**src/cpsc_map.svh**
```systemverilog
`ifndef CPSC_MAP_SVH
`define CPSC_MAP_SVH

// Register offsets
`define CPSC_OFF_PAGE       8'h00
`define CPSC_OFF_DSP_CTRL   8'h03
`define CPSC_OFF_CLK_ROLE   8'h0D
`define CPSC_OFF_STATUS_ONE 8'h7A
`define CPSC_OFF_CHECKSUM   8'h7E

// Page holding the serial-port and dsp controls
`define CPSC_PAGE_CFG       8'h01

// Reset values
`define CPSC_RST_PAGE       8'h00
`define CPSC_RST_DSP_CTRL   8'h00
`define CPSC_RST_CLK_ROLE   8'h00
`define CPSC_RST_CHECKSUM   8'h00

// Writable-bit masks, reserved bits stay at reset value
`define CPSC_WMASK_DSP_CTRL 8'h03
`define CPSC_WMASK_CLK_ROLE 8'hC6

// Field positions
`define CPSC_BIT_BIQUAD     0
`define CPSC_BIT_VOL_LOCK   1
`define CPSC_BIT_SEC_FS     1
`define CPSC_BIT_PRI_FS     2
`define CPSC_BIT_SEC_OVR    6
`define CPSC_BIT_PRI_OVR    7
`define CPSC_BIT_ALL_FLT    0
`define CPSC_BIT_SOME_FLT   1
`define CPSC_BIT_BOOST      2

`endif

```
**src/cpsc_pkg.sv**
```systemverilog
package cpsc_pkg;

    // One register access from the control bus
    typedef struct packed {
        logic       wr;
        logic       rd;
        logic [7:0] addr;
        logic [7:0] wdata;
    } cpsc_req_t;

    // Resolved serial port clock roles
    typedef struct packed {
        logic bclk_out;
        logic frame_sync_out;
        logic auto_detect_en;
        logic use_int_frame_sync;
    } cpsc_port_role_t;

    // Hardware status inputs
    typedef struct packed {
        logic boost_on;
        logic some_fault_off;
        logic all_bias_fault_off;
    } cpsc_status_t;

    // Checksum update sequencing
    typedef enum logic [1:0] {
        CPSC_CK_IDLE,
        CPSC_CK_LOAD,
        CPSC_CK_ACCUM
    } cpsc_ck_state_t;

endpackage : cpsc_pkg

```
**src/cpsc_port_role.sv**
```systemverilog
`timescale 1ns/100ps
`include "cpsc_map.svh"

module cpsc_port_role (
    // Configuration
    input  wire logic                     override_en,
    input  wire logic                     role_setting,
    input  wire logic                     int_frame_sync_bit,
    // Resolved roles
    output cpsc_pkg::cpsc_port_role_t     role
);

    wire logic ctrl_mode;

    // Override splits clocks; otherwise the role bit moves both together
    assign ctrl_mode = override_en ? role_setting : role_setting;
    assign role.bclk_out       = ctrl_mode;
    assign role.frame_sync_out      = override_en ? ~role_setting : ctrl_mode;
    assign role.auto_detect_en = ~override_en;
    // Internal frame sync only means something in controller mode
    assign role.use_int_frame_sync  = ctrl_mode & int_frame_sync_bit;

endmodule : cpsc_port_role

```
**src/cpsc_regs.sv**
```systemverilog
`timescale 1ns/100ps
`include "cpsc_map.svh"
// Summary of operation
// - Status bit 2 shows boost converter enabled, read-only.
// - Status bit 1 set when some record channel powered down by input fault.
// - Status bit 0 set when all record channels powered down by bias fault.
// - Checksum register reads running checksum; a write loads the byte.
// - Checksum updates on every write to any other register, any page.
// - Page-select at offset 0x0 picks active page 0 to 255.
// - Volume-lock bit blocks volume changes while record channels are powered.
// - Biquad live-update bit allows coefficient changes during operation.
// - Primary override disables auto-detect; role bit splits bit clock and frame sync.
// - Secondary override behaves the same for the secondary port.
// - Primary controller mode with internal frame-sync bit uses internal frame sync.
// - Secondary controller mode with internal frame-sync bit uses internal frame sync.

module cpsc_regs (
    // Clock and reset
    input  wire logic                     clk,
    input  wire logic                     resetn,
    // Register access
    input  cpsc_pkg::cpsc_req_t           req,
    output logic [7:0]                    rdata_q,
    output logic                          rvalid_q,
    // Device state
    input  cpsc_pkg::cpsc_status_t        status,
    input  wire logic                     rec_powered,
    input  wire logic                     primary_role_setting,
    input  wire logic                     secondary_role_setting,
    // Live-change gates
    input  wire logic                     volume_change_req,
    input  wire logic                     biquad_change_req,
    output logic                          volume_change_ok_q,
    output logic                          biquad_change_ok_q,
    // Serial port roles
    output cpsc_pkg::cpsc_port_role_t     primary_serial_port_q,
    output cpsc_pkg::cpsc_port_role_t     secondary_serial_port_q,
    // Active page
    output logic [7:0]                    page_q
);

    logic [7:0] dsp_ctrl_q;
    logic [7:0] dsp_ctrl_d;
    logic [7:0] clk_role_q;
    logic [7:0] clk_role_d;
    logic [7:0] checksum_q;
    logic [7:0] checksum_d;
    logic [7:0] page_d;
    logic [7:0] status_one;
    logic [7:0] rdata_d;

    cpsc_pkg::cpsc_port_role_t pri_role;
    cpsc_pkg::cpsc_port_role_t sec_role;

    // Address match on the active page
    function automatic logic hit(input logic [7:0] addr, input logic [7:0] off,
                                 input logic [7:0] pg, input logic [7:0] want);
        hit = (addr == off) && (pg == want);
    endfunction : hit

    wire logic wr_page;
    wire logic wr_dsp;
    wire logic wr_clk;
    wire logic wr_cksum;
    wire logic on_page0;

    // Page register is visible on every page, as it must be to leave one
    assign on_page0 = (page_q == 8'h00);
    assign wr_page  = req.wr && (req.addr == `CPSC_OFF_PAGE);
    assign wr_dsp   = req.wr && hit(req.addr, `CPSC_OFF_DSP_CTRL, page_q, `CPSC_PAGE_CFG);
    assign wr_clk   = req.wr && hit(req.addr, `CPSC_OFF_CLK_ROLE, page_q, `CPSC_PAGE_CFG);
    assign wr_cksum = req.wr && on_page0 && (req.addr == `CPSC_OFF_CHECKSUM);

    // Status bits straight from hardware, upper bits not covered here read zero
    assign status_one = {5'h00, status.boost_on,
                         status.some_fault_off,
                         status.all_bias_fault_off};

    // Next values; reserved bits are masked so they never change
    assign page_d     = wr_page ? req.wdata : page_q;
    assign dsp_ctrl_d = wr_dsp ? (req.wdata & `CPSC_WMASK_DSP_CTRL) : dsp_ctrl_q;
    assign clk_role_d = wr_clk ? (req.wdata & `CPSC_WMASK_CLK_ROLE) : clk_role_q;

    // Load on own write, else accumulate addr plus data of any write
    assign checksum_d = wr_cksum ? req.wdata :
                        req.wr   ? 8'(checksum_q + req.addr + req.wdata) :
                                   checksum_q;

    wire logic rd_page;
    wire logic rd_dsp;
    wire logic rd_clk;
    wire logic rd_sts;
    wire logic rd_cksum;

    // Read selects; the page register answers on every page
    assign rd_page  = (req.addr == `CPSC_OFF_PAGE);
    assign rd_dsp   = hit(req.addr, `CPSC_OFF_DSP_CTRL, page_q, `CPSC_PAGE_CFG);
    assign rd_clk   = hit(req.addr, `CPSC_OFF_CLK_ROLE, page_q, `CPSC_PAGE_CFG);
    assign rd_sts   = on_page0 && (req.addr == `CPSC_OFF_STATUS_ONE);
    assign rd_cksum = on_page0 && (req.addr == `CPSC_OFF_CHECKSUM);

    // Read mux; unmapped locations read zero
    assign rdata_d = rd_page  ? page_q :
                     rd_dsp   ? dsp_ctrl_q :
                     rd_clk   ? clk_role_q :
                     rd_sts   ? status_one :
                     rd_cksum ? checksum_q : 8'h00;

    // Port role decode shared between both ports
    cpsc_port_role u_pri (
        .override_en   (clk_role_q[`CPSC_BIT_PRI_OVR]),
        .role_setting  (primary_role_setting),
        .int_frame_sync_bit (clk_role_q[`CPSC_BIT_PRI_FS]),
        .role          (pri_role)
    );

    cpsc_port_role u_sec (
        .override_en   (clk_role_q[`CPSC_BIT_SEC_OVR]),
        .role_setting  (secondary_role_setting),
        .int_frame_sync_bit (clk_role_q[`CPSC_BIT_SEC_FS]),
        .role          (sec_role)
    );

    // Control registers
    always_ff @(posedge clk or negedge resetn) begin
        if (!resetn) begin
            page_q     <= `CPSC_RST_PAGE;
            dsp_ctrl_q <= `CPSC_RST_DSP_CTRL;
            clk_role_q <= `CPSC_RST_CLK_ROLE;
            checksum_q <= `CPSC_RST_CHECKSUM;
        end else begin
            page_q     <= page_d;
            dsp_ctrl_q <= dsp_ctrl_d;
            clk_role_q <= clk_role_d;
            checksum_q <= checksum_d;
        end
    end

    // Read data, registered one cycle after the request
    always_ff @(posedge clk or negedge resetn) begin
        if (!resetn) begin
            rdata_q  <= 8'h00;
            rvalid_q <= 1'b0;
        end else begin
            rdata_q  <= req.rd ? rdata_d : rdata_q;
            rvalid_q <= req.rd;
        end
    end

    // Live-change gates; volume lock only bites while recording is powered
    always_ff @(posedge clk or negedge resetn) begin
        if (!resetn) begin
            volume_change_ok_q <= 1'b0;
            biquad_change_ok_q <= 1'b0;
        end else begin
            volume_change_ok_q <= volume_change_req &&
                !(dsp_ctrl_q[`CPSC_BIT_VOL_LOCK] && rec_powered);
            biquad_change_ok_q <= biquad_change_req &&
                (dsp_ctrl_q[`CPSC_BIT_BIQUAD] || !rec_powered);
        end
    end

    // Registered role outputs
    always_ff @(posedge clk or negedge resetn) begin
        if (!resetn) begin
            primary_serial_port_q   <= '0;
            secondary_serial_port_q <= '0;
        end else begin
            primary_serial_port_q   <= pri_role;
            secondary_serial_port_q <= sec_role;
        end
    end

endmodule : cpsc_regs

```
**config.mk**
```make
export PLATFORM = sky130hd
export DESIGN_NAME = cpsc_regs
export DESIGN_NICKNAME = d
export VERILOG_FILES = /design/src/cpsc_pkg.sv /design/src/cpsc_port_role.sv /design/src/cpsc_regs.sv
export VERILOG_INCLUDE_DIRS = /design/src
export SDC_FILE = /design/constraint.sdc
export NUM_CORES = 1
export LEC_CHECK = 0
export ABC_AREA = 1
export BUFFER_PORTS_ARGS = -buffer_cell sky130_fd_sc_hd__buf_2
export CORE_MARGIN = 5
export CORE_UTILIZATION = 45
export CTS_CLUSTER_SIZE = 24
export DETAILED_ROUTE_END_ITERATION = 6
export GPL_ROUTABILITY_DRIVEN = 0
export GPL_TIMING_DRIVEN = 1
export PLACE_DENSITY = 0.71
export SLEW_MARGIN = 25
export SYNTH_ARGS = -nofsm -noshare
export SYNTH_HDL_FRONTEND = slang
export SYNTH_HIERARCHICAL = 1
export SYNTH_SLANG_ARGS = --single-unit
```
**constraint.sdc**
```tcl
create_clock -name clk -period 2.1 [get_ports clk]
set_clock_uncertainty 0.05 [all_clocks]
set_input_delay 0.21 -clock clk [delete_from_list [all_inputs] [get_ports clk]]
set_output_delay 0.21 -clock clk [all_outputs]
set_load 0.01 [all_outputs]
```
==> impl_metrics.py <==
metrics = {
    "clocking": {
        "clock_latency_ns": 0.30,
        "cts_root_buf": "clkbuf_8",
        "postCtsSetupBuffers": 0,
        "clkSinkCount": 41,
        "cts_inserted_buffers": 5,
        "htreeDepth": 2,
        "clockBufferDepth": 2,
        "clkSlewWorstSetupHoldPaths_ns": 0.09,
        "cts_tree": "done",
    },
    "setup_path": {
        "crit_required_ns": 2.25,
        "reg2reg_to": "checksum_q[7]$_DFFE_PN0P_",
        "cp_max_fo": 2,
        "reg2reg_from": "checksum_q[1]$_DFFE_PN0P_",
        "arrival_ns": 2.21,
        "crit_path_end_kind": "register",
        "cp-start-kind": "register",
        "worstRegToRegCells": 11,
        "worst-setup-path-type": "register to register",
        "r2r_slack_ns": 0.04,
    },
    "logic_synthesis": {
        "synthCells": 285,
        "syn_area_um2": 2360,
        "synth_seq_area_share_pct": 43.5,
        "ys_warn_count": 6,
        "yosysTopAreaCellShare_pct": 43.5,
        "synth_area_leader_cell": "dfrtp_1",
        "synth-seq-cells": 41,
        "synth_cell_types": 30,
        "synth.area.top_cells": "dfrtp_1 (43%), nand2_1 (11%), fa_1 (6.8%), inv_1 (5.7%), nand3_1 (4.7%)",
        "avgSynthCellArea_um2": 8.28,
        "syn-num-nets": 327,
    },
    "global_routing": {
        "grt_pass1_vias": 1949,
        "grt_pass1_wl_um": 9460,
        "antenna_found_initial": 0,
        "grt_max_degree": 22,
        "grt-ovfl-total": 0,
        "track_usage_pct": 18.6,
    },
    "timing": {
        "worst_hold_slack_ns": 0.00593,
        "fmax_mhz": 485,
        "post-route-period-util_pct": 98.3,
        "layout_min_cycle_time_ns": 2.06,
        "report.final.slew_viol_count": 0,
        "rsz0062_at_grt": "yes",
        "setup_slack_ns": 0.0365,
        "slew_headroom_pct": 75.4,
        "worst_pin_slew_ns": 0.369,
        "finalSetupViolCount": 0,
        "finalHoldViolations": 0,
    },
    "outcome": {
        "status": "finished clean",
    },
    "floorplanning": {
        "die_h_um": 82.4,
        "rows": 26,
        "coreArea_um2": 5110,
        "floorplan.die_area_um2": 6790,
        "num_io_pins": 55,
        "start_util_pct": 46.2,
        "die_x_um": 82.4,
    },
    "pwr": {
        "p_leak_nw": 1.49,
        "ir_worst_vdd_uv": 807,
        "p_per_area_nw_per_um2": 968,
    },
    "placement": {
        "dpl.hpwl_um": 4640,
        "portBuffers": 54,
        "dp_cells": 410,
        "dpl_cell_area_um2": 2740,
        "place_ws_ns": -0.0378,
    },
    "layout": {
        "nets": 390,
        "drive_gt1_share_pct": 27.5,
        "area_growth_pct": 23.0,
        "utilization_pct": 56.8,
        "final_common_cell": "nand2_1",
        "final_cells": 419,
        "fin_area_um2": 2900,
        "fillers": 480,
        "final_cell_mix": "nand2_1 (69), buf_2 (54), dfrtp_1 (41)",
        "insertedDiodeCount": 0,
    },
    "hold_path": {
        "hp-class": "input port to register",
        "min_to": "primary_serial_port_q[3]$_DFF_PN0_",
        "holdPathStages": 1,
        "worst_hold_startpoint": "primary_role_setting",
    },
    "run": {
        "cap_viol_max_count": 0,
    },
    "routing": {
        "viasPerCell": 5.03,
        "num_vias": 2108,
        "drc": 0,
        "first_iter_violations": 155,
        "wl_per_cell_um": 14.0,
        "drt-total-wl_um": 5850,
        "firstDrtPassIters": 4,
        "postRouteAntennaNets": 0,
    },
}
-- registers in the layout, indices dropped and copies added (netlist names) --
name,flops
checksum_q,8
page_q,8
rdata_q,8
clk_role_q,4
primary_serial_port_q,4
secondary_serial_port_q,4
dsp_ctrl_q,2
biquad_change_ok_q,1
rvalid_q,1
volume_change_ok_q,1
-- how the worst max path moves through the flow --
stage,start,endpoint,slack [ns],cells after the start
floorplan,checksum_q[1]$_DFFE_PN0P_,checksum_q[5]$_DFFE_PN0P_,0.03,8
global placement,req[1],checksum_q[5]$_DFFE_PN0P_,0.0004,9
detailed placement,checksum_q[1]$_DFFE_PN0P_,checksum_q[5]$_DFFE_PN0P_,-0.04,8
CTS,checksum_q[1]$_DFFE_PN0P_,checksum_q[5]$_DFFE_PN0P_,0.003,8
global route,checksum_q[1]$_DFFE_PN0P_,checksum_q[7]$_DFFE_PN0P_,-0.1,11
finish,checksum_q[1]$_DFFE_PN0P_,checksum_q[7]$_DFFE_PN0P_,0.04,11
-- layout make-up --
class / instances / area [um2] / share of cell area [%]
multi-input cells: 201 / 1230 / 42.4
clock buffers: 5 / 68.8 / 2.37
repair buffers: 62 / 333 / 11.5
well taps: 70 / 87.6 / 3.02
clock inverters: 3 / 17.5 / 0.603
flip-flops and latches: 41 / 1030 / 35.3
inverters: 37 / 140 / 4.83
-- critical path, cell delays in order, from the launching register on --
cell     delay [ns]
dfrtp_1        0.40
fa_1           0.44
ha_2           0.20
fa_2           0.35
inv_2          0.07
nor3_1         0.05
nor2_1         0.13
inv_1          0.06
nand2_1        0.06
nand3_1        0.06
nand2_1        0.06
nand2_1        0.04
-- layer usage --
metal / track usage, % / vias up / wire, um
met2: 31.2 / 70 / 2800
met3: 4.12 / 7 / 476
li1: - / 1050 / -
met4: 5.65 / 0 / 64
met1: 23.9 / 981 / 2510
met5: 0 / - / 0
-- through the flow --
stage / power [mW] / setup TNS, ns
finish: 2.81 / 0
global route: 3.03 / -0.136
CTS: 2.61 / 0
detailed placement: 2.08 / -0.0378
global placement: 2.04 / 0
floorplan: 1.78 / 0
-- power breakdown --
part | internal, mW | switching (mW) | total [mW]
logic | 0.627 | 0.687 | 1.31
registers | 0.887 | 0.0853 | 0.972
clock network | 0.230 | 0.294 | 0.524
-- cell usage after synthesis (all sizes together) --
master   instances
a21boi           2
a21oi           20
a31oi            2
buf              4
clkbuf           2
clkinv           1
dfrtp           41
fa               8
ha               6
inv             36
mux2             3
nand2           70
nand3           24
nand4            6
nor2            31
nor3             5
o2111ai          1
o21ai           16
o22ai            1
or2              2
xnor2            3
xor2             1
-- timing repair --
item,4_1_cts,5_1_grt
hold buffers,1,0
pin swaps,1,1
gates resized for setup,2,11
endpoints found under the hold margin,14,0
endpoints found under the setup margin,1,5
-- cells by family (layout without fill, tap and decap cells) --
kind of cell             after synthesis  after routing  share of synthesized area [%]
AND/OR/NAND/NOR                      138            138                           26.1
buffers and inverters                 43            107                           7.58
AO/OA/AOI/OAI                         42             42                           9.44
flip-flops                            41             41                           43.5
adder cells (fa/ha/maj)               14             14                           9.97
XOR/XNOR                               4              4                           1.48
multiplexers                           3              3                           1.91
(Power assumes the default switching activity.)
